===== src/hdl/dsc_pkg.sv =====
/*
  shared constants of the dual dac serial control link: frame layout,
  register selectors, control functions, reset values and host timing.
  assumes both ends and the bench refer to it by dsc_pkg::name.
*/
package dsc_pkg;
  localparam int FRAME_BITS = 24;
  localparam int DATA_BITS = 16;
  localparam int NUM_CH = 2;
  // frame field positions
  localparam int RW_BIT = 23;
  localparam int RSEL_HI = 21;
  localparam int RSEL_LO = 19;
  localparam int ADR_HI = 18;
  localparam int ADR_LO = 16;
  // register selector codes
  localparam logic [2:0] RSEL_DAC = 3'h0;
  localparam logic [2:0] RSEL_RANGE = 3'h1;
  localparam logic [2:0] RSEL_POWER = 3'h2;
  localparam logic [2:0] RSEL_CTRL = 3'h3;
  // channel addresses; ADR_ALL hits every channel
  localparam logic [2:0] ADR_CH_A = 3'h0;
  localparam logic [2:0] ADR_CH_B = 3'h1;
  localparam logic [2:0] ADR_ALL = 3'h4;
  // control functions, carried in the address field of a control frame
  localparam logic [2:0] CTL_NOP = 3'h0;
  localparam logic [2:0] CTL_CONFIG = 3'h1;
  localparam logic [2:0] CTL_CLEAR = 3'h4;
  localparam int CFG_SDO_DIS = 0;
  localparam int CFG_CLR_SEL = 2;
  // range codes at or above this one are bipolar
  localparam logic [2:0] RANGE_BIPOLAR_MIN = 3'h3;
  localparam logic [2:0] RANGE_RESET = 3'h0;
  localparam logic [15:0] CODE_ZERO = 16'h0000;
  localparam logic [15:0] CODE_MID = 16'h8000;
  localparam logic [23:0] NOP_FRAME = 24'h180000;
  // host register byte offsets on the wishbone bus
  localparam logic [3:0] HREG_TX = 4'h0;
  localparam logic [3:0] HREG_STAT = 4'h4;
  localparam logic [3:0] HREG_RX = 4'h8;
  localparam logic [3:0] HREG_PIN = 4'hC;
  localparam logic [1:0] PIN_RESET = 2'h3;
  // serial clock half period made by the host
  localparam int CORE_CLK_NS = 4;
  localparam int SCLK_HALF_NS = 32;
  localparam int SCLK_HALF_CYC = SCLK_HALF_NS / CORE_CLK_NS;
  localparam logic [3:0] HALF_LAST = 4'(SCLK_HALF_CYC - 1);
  localparam logic [4:0] LAST_BIT = 5'(FRAME_BITS - 1);
endpackage : dsc_pkg


===== src/hdl/dsc_link_if.sv =====
/*
  serial link between host and dac control: frame sync, serial clock,
  data both ways, load strobe and clear. assumes the bench ties clocks.
*/
`timescale 1ns/1ns
interface dsc_link_if;
  logic sclk;
  logic sync_n;
  logic serial_data_in;
  logic serial_data_out;
  logic serial_data_out_oe;
  logic load_strobe_n;
  logic clear_n;
  // resolved level of the device output, floats high when not driven
  logic sdo_wire;
  assign sdo_wire = serial_data_out_oe ? serial_data_out : 1'b1;
  modport host (output sclk, output sync_n, output serial_data_in, output load_strobe_n,
    output clear_n, input sdo_wire);
  modport device (input sclk, input sync_n, input serial_data_in, input load_strobe_n,
    input clear_n, output serial_data_out, output serial_data_out_oe);
endinterface : dsc_link_if


===== src/hdl/dsc_device.sv =====
/*
  device end: input shift register, frame decode, channel registers,
  load strobe, clear and readback. all link pins come from another domain
  and pass two flip-flops before use. the host makes sclk.
*/
// How it works
// - 24-bit shift register, msb first
// - frame: rw flag, selector, address, data
// - shifting only while frame sync low
// - wrong edge count discards the frame
// - sync rise moves word to register
// - host keeps exact clock count per frame
// - overflow bits leave on serial output
// - output changes after rising, sampled falling
// - chain needs 24 times N clocks
// - sync high latches, stops shifting
// - read frame returns register next frame
// - read enables disabled serial output briefly
// - host reads with read then nop
// - strobe low: update on sync rise
// - strobe falling after frame: update all
// - clear pin forces zero or midscale
// - clear low blocks every output update
// - clear command acts like pin
// - reset clears everything, channels powered down
// - dac code writes to powered-down channel ignored; range writes still land
// - host sets range, power, then values
// - bipolar codes offset or twos complement
`timescale 1ns/1ns
module dsc_device (
  input wire logic core_clk,
  input wire logic rst_b,
  dsc_link_if.device link,
  input wire logic coding_select,
  output logic [1:0][15:0] dac_level,
  output logic [1:0][2:0] range_sel,
  output logic [1:0] channel_powered
);
  // two-flop synchronisers, third stage only for edge finding
  logic [2:0] sclk_s;
  logic [2:0] sync_s;
  logic [2:0] load_strobe_n_s;
  logic [1:0] serial_data_in_s;
  logic [1:0] clr_s;
  logic [1:0] cod_s;
  always_ff @(posedge core_clk) begin
    if (!rst_b) begin
      sclk_s <= 3'h7;
      sync_s <= 3'h7;
      load_strobe_n_s <= 3'h7;
      serial_data_in_s <= 2'h0;
      clr_s <= 2'h3;
      cod_s <= 2'h0;
    end else begin
      sclk_s <= {sclk_s[1:0], link.sclk};
      sync_s <= {sync_s[1:0], link.sync_n};
      load_strobe_n_s <= {load_strobe_n_s[1:0], link.load_strobe_n};
      serial_data_in_s <= {serial_data_in_s[0], link.serial_data_in};
      clr_s <= {clr_s[0], link.clear_n};
      cod_s <= {cod_s[0], coding_select};
    end
  end

  logic sclk_fall;
  logic sclk_rise;
  logic sync_fall;
  logic sync_rise;
  logic load_strobe_n_fall;
  logic in_frame;
  logic clr_low;
  assign sclk_fall = sclk_s[2] & ~sclk_s[1];
  assign sclk_rise = ~sclk_s[2] & sclk_s[1];
  assign sync_fall = sync_s[2] & ~sync_s[1];
  assign sync_rise = ~sync_s[2] & sync_s[1];
  assign load_strobe_n_fall = load_strobe_n_s[2] & ~load_strobe_n_s[1];
  assign in_frame = ~sync_s[1];
  assign clr_low = ~clr_s[1];

  logic [23:0] shift_reg;
  logic [4:0] edge_cnt_reg;
  logic full_seen_reg;
  logic read_pend_reg;
  logic sdo_dis_reg;
  logic clr_sel_reg;
  logic [1:0][15:0] in_reg;
  logic [15:0] read_data;

  // frame fields
  logic f_rw;
  logic [2:0] f_rsel;
  logic [2:0] f_adr;
  logic [15:0] f_data;
  logic frame_ok;
  assign f_rw = shift_reg[dsc_pkg::RW_BIT];
  assign f_rsel = shift_reg[dsc_pkg::RSEL_HI:dsc_pkg::RSEL_LO];
  assign f_adr = shift_reg[dsc_pkg::ADR_HI:dsc_pkg::ADR_LO];
  assign f_data = shift_reg[dsc_pkg::DATA_BITS-1:0];
  // whole multiples of 24 edges only, so chains latch too
  assign frame_ok = sync_rise & full_seen_reg & (edge_cnt_reg == 5'h00);

  logic do_write;
  logic do_read;
  logic clear_cmd;
  assign do_write = frame_ok & ~f_rw;
  assign do_read = frame_ok & f_rw;
  assign clear_cmd = do_write & (f_rsel == dsc_pkg::RSEL_CTRL) & (f_adr == dsc_pkg::CTL_CLEAR);

  // falling-edge count, modulo one frame
  always_ff @(posedge core_clk) begin
    if (!rst_b) begin
      edge_cnt_reg <= 5'h00;
      full_seen_reg <= 1'b0;
    end else if (sync_fall) begin
      edge_cnt_reg <= 5'h00;
      full_seen_reg <= 1'b0;
    end else if (in_frame && sclk_fall) begin
      if (edge_cnt_reg == dsc_pkg::LAST_BIT) begin
        edge_cnt_reg <= 5'h00;
        full_seen_reg <= 1'b1;
      end else begin
        edge_cnt_reg <= edge_cnt_reg + 5'h01;
      end
    end
  end

  // shift register; a read frame reloads it with the selected word
  always_ff @(posedge core_clk) begin
    if (!rst_b) begin
      shift_reg <= 24'h000000;
    end else if (do_read) begin
      shift_reg <= {8'h00, read_data};
    end else if (in_frame && sclk_fall) begin
      shift_reg <= {shift_reg[22:0], serial_data_in_s[1]};
    end
  end

  // serial output: msb shown at sync fall, then after each rising edge
  always_ff @(posedge core_clk) begin
    if (!rst_b) begin
      link.serial_data_out <= 1'b0;
    end else if (in_frame && (sync_fall || sclk_rise)) begin
      link.serial_data_out <= shift_reg[23];
    end
  end

  // a read keeps the output on through the following frame
  always_ff @(posedge core_clk) begin
    if (!rst_b) begin
      read_pend_reg <= 1'b0;
    end else if (do_read) begin
      read_pend_reg <= 1'b1;
    end else if (sync_rise) begin
      read_pend_reg <= 1'b0;
    end
  end

  always_ff @(posedge core_clk) begin
    if (!rst_b) begin
      link.serial_data_out_oe <= 1'b0;
    end else begin
      link.serial_data_out_oe <= ~sdo_dis_reg | read_pend_reg;
    end
  end

  // readback source
  always_comb begin
    read_data = 16'h0000;
    case (f_rsel)
      dsc_pkg::RSEL_DAC: read_data = (f_adr == dsc_pkg::ADR_CH_B) ? dac_level[1] : dac_level[0];
      dsc_pkg::RSEL_RANGE: read_data = {13'h0000, (f_adr == dsc_pkg::ADR_CH_B) ? range_sel[1] : range_sel[0]};
      dsc_pkg::RSEL_POWER: read_data = {14'h0000, channel_powered};
      dsc_pkg::RSEL_CTRL: begin
        read_data[dsc_pkg::CFG_SDO_DIS] = sdo_dis_reg;
        read_data[dsc_pkg::CFG_CLR_SEL] = clr_sel_reg;
      end
      default: read_data = 16'h0000;
    endcase
  end

  // control bits
  always_ff @(posedge core_clk) begin
    if (!rst_b) begin
      sdo_dis_reg <= 1'b0;
      clr_sel_reg <= 1'b0;
    end else if (do_write && f_rsel == dsc_pkg::RSEL_CTRL && f_adr == dsc_pkg::CTL_CONFIG) begin
      sdo_dis_reg <= f_data[dsc_pkg::CFG_SDO_DIS];
      clr_sel_reg <= f_data[dsc_pkg::CFG_CLR_SEL];
    end
  end

  // power control covers both channels in one word
  always_ff @(posedge core_clk) begin
    if (!rst_b) begin
      channel_powered <= 2'h0;
    end else if (do_write && f_rsel == dsc_pkg::RSEL_POWER) begin
      channel_powered <= f_data[1:0];
    end
  end

  logic [15:0] clear_code;
  logic [1:0] ch_hit;
  logic [1:0][15:0] conv_code;
  assign clear_code = clr_sel_reg ? dsc_pkg::CODE_MID : dsc_pkg::CODE_ZERO;

  // per channel: range, input and output registers
  for (genvar ch = 0; ch < dsc_pkg::NUM_CH; ch++) begin : g_ch
    assign ch_hit[ch] = (f_adr == 3'(ch)) | (f_adr == dsc_pkg::ADR_ALL);
    // twos complement becomes offset binary by flipping the msb
    assign conv_code[ch] = (cod_s[1] == 1'b0 && range_sel[ch] >= dsc_pkg::RANGE_BIPOLAR_MIN) ?
      {~f_data[15], f_data[14:0]} : f_data;

    always_ff @(posedge core_clk) begin
      if (!rst_b) begin
        range_sel[ch] <= dsc_pkg::RANGE_RESET;
      end else if (do_write && f_rsel == dsc_pkg::RSEL_RANGE && ch_hit[ch]) begin
        range_sel[ch] <= f_data[2:0];
      end
    end

    always_ff @(posedge core_clk) begin
      if (!rst_b) begin
        in_reg[ch] <= 16'h0000;
      end else if (do_write && f_rsel == dsc_pkg::RSEL_DAC && ch_hit[ch] && channel_powered[ch]) begin
        in_reg[ch] <= conv_code[ch];
      end
    end

    // clear wins over every load path
    always_ff @(posedge core_clk) begin
      if (!rst_b) begin
        dac_level[ch] <= 16'h0000;
      end else if (clr_low || clear_cmd) begin
        dac_level[ch] <= clear_code;
      end else if (do_write && f_rsel == dsc_pkg::RSEL_DAC && ch_hit[ch] && channel_powered[ch]
                   && ~load_strobe_n_s[1]) begin
        dac_level[ch] <= conv_code[ch];
      end else if (load_strobe_n_fall && ~in_frame) begin
        dac_level[ch] <= in_reg[ch];
      end
    end
  end
endmodule // dsc_device


===== src/flat_wrapper.sv =====
// flat-port wrapper written by rule: the top's interface ports become plain ports
module dsc_device_flat 
  (core_clk, rst_b, coding_select, dac_level, range_sel, channel_powered, link_sclk, link_sync_n, link_serial_data_in, link_load_strobe_n, link_clear_n, link_serial_data_out, link_serial_data_out_oe);
  dsc_link_if link_i ();
  input wire logic core_clk;
  input wire logic rst_b;
  input wire logic coding_select;
  output logic [1:0][15:0] dac_level;
  output logic [1:0][2:0] range_sel;
  output logic [1:0] channel_powered;
  input wire logic [$bits(link_i.sclk)-1:0] link_sclk;
  input wire logic [$bits(link_i.sync_n)-1:0] link_sync_n;
  input wire logic [$bits(link_i.serial_data_in)-1:0] link_serial_data_in;
  input wire logic [$bits(link_i.load_strobe_n)-1:0] link_load_strobe_n;
  input wire logic [$bits(link_i.clear_n)-1:0] link_clear_n;
  output wire logic [$bits(link_i.serial_data_out)-1:0] link_serial_data_out;
  output wire logic [$bits(link_i.serial_data_out_oe)-1:0] link_serial_data_out_oe;
  assign link_i.sclk = link_sclk;
  assign link_i.sync_n = link_sync_n;
  assign link_i.serial_data_in = link_serial_data_in;
  assign link_i.load_strobe_n = link_load_strobe_n;
  assign link_i.clear_n = link_clear_n;
  assign link_serial_data_out = link_i.serial_data_out;
  assign link_serial_data_out_oe = link_i.serial_data_out_oe;
  dsc_device u_core (.core_clk(core_clk), .rst_b(rst_b), .link(link_i), .coding_select(coding_select), .dac_level(dac_level), .range_sel(range_sel), .channel_powered(channel_powered));
endmodule

===== config.mk =====
export PLATFORM = sky130hd
export DESIGN_NAME = dsc_device_flat
export DESIGN_NICKNAME = d
export VERILOG_FILES = /design/src/hdl/dsc_pkg.sv /design/src/hdl/dsc_link_if.sv /design/src/hdl/dsc_device.sv /design/src/flat_wrapper.sv
export SDC_FILE = /design/constraint.sdc
export NUM_CORES = 1
export LEC_CHECK = 0
export BUFFER_PORTS_ARGS = -buffer_cell sky130_fd_sc_hd__buf_2
export CORE_MARGIN = 3
export CORE_UTILIZATION = 35
export DETAILED_ROUTE_END_ITERATION = 16
export SETUP_SLACK_MARGIN = 0.5
export SLEW_MARGIN = 20
export SYNTH_ARGS = -nofsm -noshare
export SYNTH_HDL_FRONTEND = slang
export SYNTH_SLANG_ARGS = --single-unit

===== constraint.sdc =====
create_clock -name core_clk -period 2 [get_ports core_clk]
set_input_delay 0.1 -clock core_clk [delete_from_list [all_inputs] [get_ports core_clk]]
set_output_delay 0.1 -clock core_clk [all_outputs]
set_load 0.01 [all_outputs]

==> flow_summary.toml, run 1 <==
[run_status]
outcome = "finished clean"

[grt]
antenna_found_initial = 0
grt_pass1_vias = 4917
grt_usage_pct = 20.7
grt_pass1_wl_um = 27300
grt_overflow = 0
grt_start_max_net_pins = 46

[die]
io_pins = 50
die_x_um = 131
rows = 44
start_util_pct = 36.7
core_mm2 = 0.0149
fp.dieH_um = 131
die-area_mm2 = 0.0171

[logic_synthesis]
async_flop_share_pct = 0
synth_edf_count = 0
ys_seq_area_share_pct = 44.8
yosysWarnings = 0
yosysTopAreaCell = "dfxtp_1"
ys_types = 53
synthFlopType = "dfxtp_1"
synth.area.top_cells = "dfxtp_1 45%, mux2i_1 9.5%, a21oi_1 6.7%"
synth_top_cell_area_share_pct = 44.8
synth_nets = 624
synthCells = 614
postSynthAreaPerCell_um2 = 8.88
syn_area_mm2 = 0.00545
synth_seq_cells = 122

[detailed_routing]
via_count = 5384
drc = 0
finalWirelength_um = 18900
ant_nets = 0
drtIter0Drc = 537
wl_per_cell_um = 20.7
vias_per_cell = 5.91
drt_first_pass_iters = 7

[worst_setup_path]
worst_ep_arrival_time_ns = 2.28
cp_data_required_time_ns = 2.28
end_kind = "flop"
crit_fanout = 8
critical_path.startpoint_type = "flop"
crit_type = "reg2reg"

[timing]
final.setup_skew_ns = 0.0139
final.period_utilization_pct = 99.7
worstMarginPinSlew_ns = 0.640
setup_slack_ns = 0.00580
slew_headroom_pct = 57.3
setup_viol = 0
tns_ns = 0
finalHoldViolations = 0
slew_viol_final = 0
fmax_mhz = 501
rsz0062_at_grt = "true"
period_needed_ns = 1.99
worst_hold_slack_ns = 0.0210

[pwr]
irDropWorstVdd_v = 0.000686
powerDensity_mw_per_mm2 = 722
power_mw = 5.72
p_leak_nw = 2.93

[layout]
final_area_mm2 = 0.00792
final_nets = 724
utilization_pct = 53.3
fillCellCount = 1271
diodes = 0
drive_gt1_share_pct = 41.3
stdcell_count = 911
area_growth_pct = 45.2

[clock_network]
worstSkewPairLatency_ns = 0.43
cts_sinks = 122
clk_pin_slew_worst_paths_ns = 0.05
clk_path_buf_depth = 2
numCtsBuffers = 17
cts_tree = "built"
cts-root-buf = "clkbuf_16"
h-tree-depth = 4

[place]
routabilityCongestion = 0.839
post_dp_cell_area_mm2 = 0.00620
portBuffers = 49
hpwl_um = 10500
dp_worst_setup_slack_ns = 0.0695
post-place-cells = 830

[run]
maxCapViolations = 0

[min_path]
hold_path_class = "in2reg"
-- synth_stat cells (all sizes together) (2+ instances only) --
cell / count
a211oi: 15
a21oi: 73
and2: 4
buf: 15
clkbuf: 38
dfxtp: 122
ha: 2
inv: 6
mux2: 18
mux2i: 52
nand2: 61
nand2b: 17
nand3: 25
nand3b: 2
nand4: 4
nand4bb: 2
nor2: 25
nor3: 35
nor3b: 4
nor4: 20
nor4b: 2
o21a: 4
o21ai: 24
o22a: 13
o31ai: 2
or3: 2
or3b: 3
or4b: 2
xnor2: 2
xor2: 3
-- power breakdown --
group	leakage, nW	internal [mW]	switching [mW]	total (mW)
clock	0.286	1.94	1.12	3.07
combinational	1.66	0.0778	0.115	0.192
sequential	0.989	2.44	0.0124	2.46
total	2.93	4.47	1.25	5.72
-- cell usage in the layout (no fill, tap or decap), drive strengths merged, types with 5 or more instances in the layout --
cell type    synthesis  final
nor3                35     35
a211oi              15     15
or3b                 3      5
clkbuf              38     22
nand3               25     25
mux2i               52     52
nor2                25     25
dlygate4sd3          0      6
o22a                13     13
a21oi               73     73
nor4                20     20
o21ai               24     24
nand2b              17     17
clkinv               1      9
inv                  6      6
mux2                18     18
dfxtp              122    122
buf                 15    123
nand2               61     61
-- path summary, 6_finish.rpt --
| check | start | slack (ns) | to | depth (start not counted) |
|---|---|---|---|---|
| setup reg to reg | u_core.edge_cnt_reg[4]$_SDFFE_PP0P_ | 0.006 | u_core.dac_level[3]$_SDFFE_PN0P_ | 6 |
| setup / recovery | u_core.edge_cnt_reg[4]$_SDFFE_PP0P_ | 0.006 | u_core.dac_level[3]$_SDFFE_PN0P_ | 6 |
| hold reg to reg | u_core.sync_s[0]$_SDFF_PN1_ | 0.40 | u_core.sync_s[1]$_SDFF_PN1_ | 1 |
| hold / removal | rst_b | 0.02 | u_core.shift_reg[2]$_SDFFE_PN0P_ | 3 |
-- routing by layer --
layer  vias up  global-route usage [%]  wire length (um)
met5         -                       0                 0
met1      2636                    27.9              7880
met2       258                    32.4              9050
met4         0                    6.29               485
met3        51                    5.57              1450
li1       2439                       -                 -
-- final cells by class --
class	instances	area (um^2)	area share, %
clock inverter	13	153	1.93
tap	184	230	2.91
sequential	122	2460	31.1
clock buffer	19	433	5.47
multi-input combinational	434	3400	42.9
timing repair buffer	132	1220	15.4
inverter	7	26.3	0.332
-- critical path, cell delays in order (launching register included) --
cell,delay [ns]
dfxtp_4,0.34
or4b_4,0.57
buf_4,0.17
o41a_1,0.37
nand2_4,0.16
clkbuf_16,0.19
a211oi_1,0.05
-- cell families after synthesis --
kind of cell,synth area share [%]
simple gates,20.9
compound gates,15.4
flops,44.8
mux,13.3
buf+inv,4.41
xor+xnor,0.803
fa+ha+maj,0.459
-- repair_timing --
item | in CTS | in global routing
endpoints found under the setup margin | 103 | 103
gates cloned | 7 | 7
hold buffers | 6 | 0
setup buffers | 15 | 14
pin swaps | 22 | 27
gates resized for setup | 66 | 92
hold endpoints to repair | 6 | 0
Power figures use the tool's default switching activity.
==> run 2: changes to the inputs <==
--- a/config.mk
+++ b/config.mk
@@ -9,6 +9,7 @@
 export CORE_MARGIN = 3
 export CORE_UTILIZATION = 35
 export DETAILED_ROUTE_END_ITERATION = 16
+export RECOVER_POWER = 25
 export SETUP_SLACK_MARGIN = 0.5
 export SLEW_MARGIN = 20
 export SYNTH_ARGS = -nofsm -noshare
==> run 2 against run 1 <==
  * Die area unchanged
  * Hold slack got worse by 0.00057 ns
  * Power is essentially flat
  * Combinational power is essentially flat
  * Cell area is 0.11% lower
  * Sequential power about the same
  * Cell count stayed put
  * Register-to-register slack about the same
  * Critical path type unchanged
  * Largest cell class unchanged
  * Highest routed layer unchanged
==> flow_summary.toml, run 2 (synthesis gave the netlist of run 1 again) <==
[timing]
fmax_mhz = 501
slew_headroom_pct = 57.3
worstMarginPinSlew_ns = 0.640
setup_slack_ns = 0.00552
final.period_utilization_pct = 99.7
period_needed_ns = 1.99
setup_viol = 0
final.setup_skew_ns = 0.0123
slew_viol_final = 0
worst_hold_slack_ns = 0.0204
rsz0062_at_grt = "true"
finalHoldViolations = 0

[grt]
grt_overflow = 0
grt_pass1_wl_um = 27300
antenna_found_initial = 0
grt_usage_pct = 20.7
grt_pass1_vias = 4917
grt_start_max_net_pins = 46

[worst_setup_path]
crit_type = "reg2reg"
cp_data_required_time_ns = 2.29
crit_fanout = 8
end_kind = "flop"
reg2reg_depth = 6
critical_path.startpoint_type = "flop"
worst_ep_arrival_time_ns = 2.28

[min_path]
hold_path_class = "in2reg"
min_delay_path_depth = 3

[clock_network]
cts-root-buf = "clkbuf_16"
cts_sinks = 122
numCtsBuffers = 17
h-tree-depth = 4
worstSkewPairLatency_ns = 0.43
clk_pin_slew_worst_paths_ns = 0.05
cts_tree = "built"
clk_path_buf_depth = 2

[detailed_routing]
finalWirelength_um = 18900
vias_per_cell = 5.90
drt_first_pass_iters = 5
drtIter0Drc = 544
ant_nets = 0
drc = 0
via_count = 5371
wl_per_cell_um = 20.7

[die]
fp.dieH_um = 131
die_x_um = 131
start_util_pct = 36.7
core_mm2 = 0.0149
die-area_mm2 = 0.0171
io_pins = 50
rows = 44

[place]
routabilityCongestion = 0.839
portBuffers = 49
hpwl_um = 10500
post_dp_cell_area_mm2 = 0.00620
dp_worst_setup_slack_ns = 0.0695

[pwr]
irDropWorstVdd_v = 0.000685
p_leak_nw = 2.92
powerDensity_mw_per_mm2 = 723

[layout]
final_area_mm2 = 0.00791
diodes = 0
area_growth_pct = 45.1
drive_gt1_share_pct = 40.6
final_cell_mix = "114 x dfxtp_1, 51 x mux2i_1, 46 x nand2_1"
final_nets = 724
final_common_cell = "dfxtp_1"

[run]
maxCapViolations = 0

[run_status]
outcome = "finished clean"
## run 2: cell types whose count changed in the layout (fill, tap and decap cells not counted), sizes merged
cell / previous run / this run
clkbuf: 22 / 26
buf: 123 / 119
## run 2: critical path: stages (launching register included)
cell,delay (ns)
dfxtp_4,0.34
or4b_4,0.57
buf_4,0.17
o41a_1,0.37
nand2_4,0.16
clkbuf_16,0.19
a211oi_1,0.05
## run 2: worst paths after layout
kind	slack (ns)	to	from
setup / recovery	0.006	u_core.dac_level[8]$_SDFFE_PN0P_	u_core.edge_cnt_reg[4]$_SDFFE_PP0P_
hold / removal	0.02	u_core.shift_reg[2]$_SDFFE_PN0P_	rst_b
setup reg to reg	0.006	u_core.dac_level[8]$_SDFFE_PN0P_	u_core.edge_cnt_reg[4]$_SDFFE_PP0P_
hold reg to reg	0.40	u_core.sync_s[1]$_SDFF_PN1_	u_core.sync_s[0]$_SDFF_PN1_
## run 2: metal layers
metal,GRT usage [%],up-vias,routed length [um]
met2,32.4,260,9120
li1,-,2434,-
met5,0,-,0
met4,6.29,0,434
met3,5.57,41,1440
met1,27.9,2636,7890
## run 2: power by group
group	total [mW]	internal, mW	leakage [nW]	switching (mW)
combinational	0.193	0.0774	1.64	0.115
sequential	2.46	2.44	0.989	0.0123
clock	3.07	1.94	0.286	1.13
total	5.72	4.47	2.92	1.25
## run 2: area by class of cell
| cell class | instances | area (um^2) |
|---|---|---|
| Fill cell | 1275 | 6960 |
| Clock inverter | 13 | 153 |
| Multi-Input combinational cell | 434 | 3400 |
| Clock buffer | 19 | 433 |
| Inverter | 7 | 26.3 |
| Tap cell | 184 | 230 |
| Timing Repair Buffer | 132 | 1210 |
| Sequential cell | 122 | 2450 |
## run 2: repair_timing
item                                    4_1_cts  5_1_grt
endpoints found under the setup margin      103      103
resized for setup                            66       92
endpoints found under the hold margin         6        0
buffers inserted                             15       14
pin swaps                                    22       27
cloned                                        7        7
hold buffers                                  6        0
## run 2: per-stage QoR
step | util, % | TNS, ns | total power, mW | std cells
finish | 53.2 | 0 | 5.72 | 911
global route | 53.2 | -0.286 | 5.84 | 911
CTS | 49.4 | 0 | 5.69 | 890
detailed placement | 41.7 | 0 | 2.64 | 830
global placement | 41.7 | 0 | 2.64 | 830
floorplan | - | 0 | 2.60 | 614
==> run 3: changes to the inputs <==
==> constraint.sdc (replaced) <==
create_clock -name core_clk -period 2 [get_ports core_clk]
set_input_delay 0.3 -clock core_clk [delete_from_list [all_inputs] [get_ports core_clk]]
set_output_delay 0.3 -clock core_clk [all_outputs]
set_load 0.01 [all_outputs]
==> run 3 against run 2 <==
  * Combinational power increased by 2%
  * Sequential cell count is the same
  * Hold slack improved by 0.037 ns
  * Largest cell class unchanged
  * Cell count stayed put
  * Highest routed layer unchanged
  * Wire length up 1.6%
  * Via count decreased by 1.1%
  * Clock skew shrank 0.0012 ns
  * Sequential power about the same
  * Non-clock buffer count is 3 higher
==> flow_summary.toml, run 3 (synthesis gave the netlist of run 1 again) <==
[place]
hpwl_um = 10400
dp_worst_setup_slack_ns = 0.0652
routabilityCongestion = 0.855
portBuffers = 49
post_dp_cell_area_mm2 = 0.00621

[die]
die-area_mm2 = 0.0171
fp.dieH_um = 131
die_x_um = 131
core_mm2 = 0.0149
io_pins = 50
rows = 44
start_util_pct = 36.7

[detailed_routing]
drt_first_pass_iters = 5
drtIter0Drc = 383
wl_per_cell_um = 21.1
drc = 0
ant_nets = 0
finalWirelength_um = 19200
vias_per_cell = 5.83
via_count = 5313

[worst_setup_path]
crit_type = "reg2reg"
critical_path.startpoint_type = "flop"
crit_slowest_cell = "or4b_4"
crit_fanout = 8
worst_ep_arrival_time_ns = 2.34
reg2reg_depth = 7
crit_chain = "or4b_4, nor4_4, buf_6, buf_12, buf_16, a21oi_1, nor3_4"
cpLargestDelayFamily = "simple AND/OR/NAND/NOR gates"
worst-path-stages = 7
max_stage_delay_ns = 0.60
path_buf_inv = 3
end_kind = "flop"
cp_data_required_time_ns = 2.34

[pwr]
power_mw = 5.75
irDropWorstVdd_v = 0.000597
p_leak_nw = 2.98
powerDensity_mw_per_mm2 = 698

[timing]
fmax_mhz = 501
slew_headroom_pct = 44.8
setup_slack_ns = 0.00554
setup_viol = 0
final.setup_skew_ns = 0.0111
final.period_utilization_pct = 99.7
tns_ns = 0
finalHoldViolations = 0
slew_viol_final = 0
period_needed_ns = 1.99
rsz0062_at_grt = "true"
worstMarginPinSlew_ns = 0.828

[grt]
antenna_found_initial = 0
grt_overflow = 0
grt_usage_pct = 21.3
grt_pass1_vias = 5062
grt_start_max_net_pins = 36
grt_pass1_wl_um = 28000

[clock_network]
cts.hold.buffers_added = 0
h-tree-depth = 4
cts_sinks = 122
cts_tree = "built"
worstSkewPairLatency_ns = 0.43
numCtsBuffers = 17
cts-root-buf = "clkbuf_16"
clk_path_buf_depth = 2
clk_pin_slew_worst_paths_ns = 0.05

[run_status]
outcome = "finished clean"

[layout]
final_nets = 726
diodes = 0
final_common_cell = "dfxtp_1"
final_area_mm2 = 0.00823
fillCellCount = 1218
utilization_pct = 55.4
area_growth_pct = 51.0
final_cell_mix = "115 x dfxtp_1, 57 x nand2_1, 49 x buf_2"
drive_gt1_share_pct = 44.6

[min_path]
min_delay_path_depth = 2
hold_path_class = "in2reg"

[run]
maxCapViolations = 0
## run 3: report_power, final
group	internal, mW	switching [mW]	leakage, nW	total, mW
combinational	0.0766	0.120	1.69	0.197
sequential	2.44	0.0111	0.990	2.46
clock	2.01	1.08	0.294	3.09
total	4.53	1.21	2.98	5.75
## run 3: what timing repair did
| item | CTS | global route |
|---|---|---|
| setup endpoints to repair | 101 | 105 |
| gates resized for setup | 75 | 126 |
| buffers inserted | 24 | 14 |
| pin swaps | 31 | 42 |
| gates cloned | 8 | 4 |
## run 3: metrics by stage
| stage | hold slack, ns | instances |
|---|---|---|
| floorplan | 0.386 | 614 |
| global placement | 0.389 | 831 |
| detailed placement | 0.393 | 831 |
| CTS | 0.0515 | 893 |
| global route | 0.0510 | 911 |
| finish | 0.0575 | 911 |
## run 3: layout make-up
| class | instances | area (um^2) | share of cell area (%) |
|---|---|---|---|
| clock buffer | 24 | 512 | 6.22 |
| clock inverter | 6 | 86.3 | 1.05 |
| inverter | 7 | 26.3 | 0.319 |
| multi-input combinational | 433 | 3590 | 43.6 |
| sequential | 122 | 2460 | 29.8 |
| tap | 184 | 230 | 2.80 |
| timing repair buffer | 135 | 1330 | 16.2 |
## run 3: per-layer routing
metal | vias to the layer above | track usage [%] | share of wire, %
met3 | 53 | 5.57 | 6.8
met1 | 2595 | 27.8 | 42
met5 | - | 0 | 0
li1 | 2433 | - | -
met4 | 0 | 7.74 | 3.7
met2 | 232 | 34.0 | 48
## run 3: final timing paths
check / startpoint / end / slack, ns
setup / recovery: u_core.shift_reg[23]$_SDFFE_PP0P_ / u_core.dac_level[20]$_SDFFE_PN0P_ / 0.006
hold / removal: link_sync_n / u_core.sync_s[0]$_SDFF_PN1_ / 0.06
setup reg to reg: u_core.shift_reg[23]$_SDFFE_PP0P_ / u_core.dac_level[20]$_SDFFE_PN0P_ / 0.006
hold reg to reg: u_core.clr_s[0]$_SDFF_PN1_ / u_core.clr_s[1]$_SDFF_PN1_ / 0.40
## run 3: worst reg2reg max path, cell delays in order (launching register included)
cell and delay [ns]:
dfxtp_2 0.32, or4b_4 0.60, nor4_4 0.27, buf_6 0.20, buf_12 0.12, buf_16 0.13
a21oi_1 0.10, nor3_4 0.17
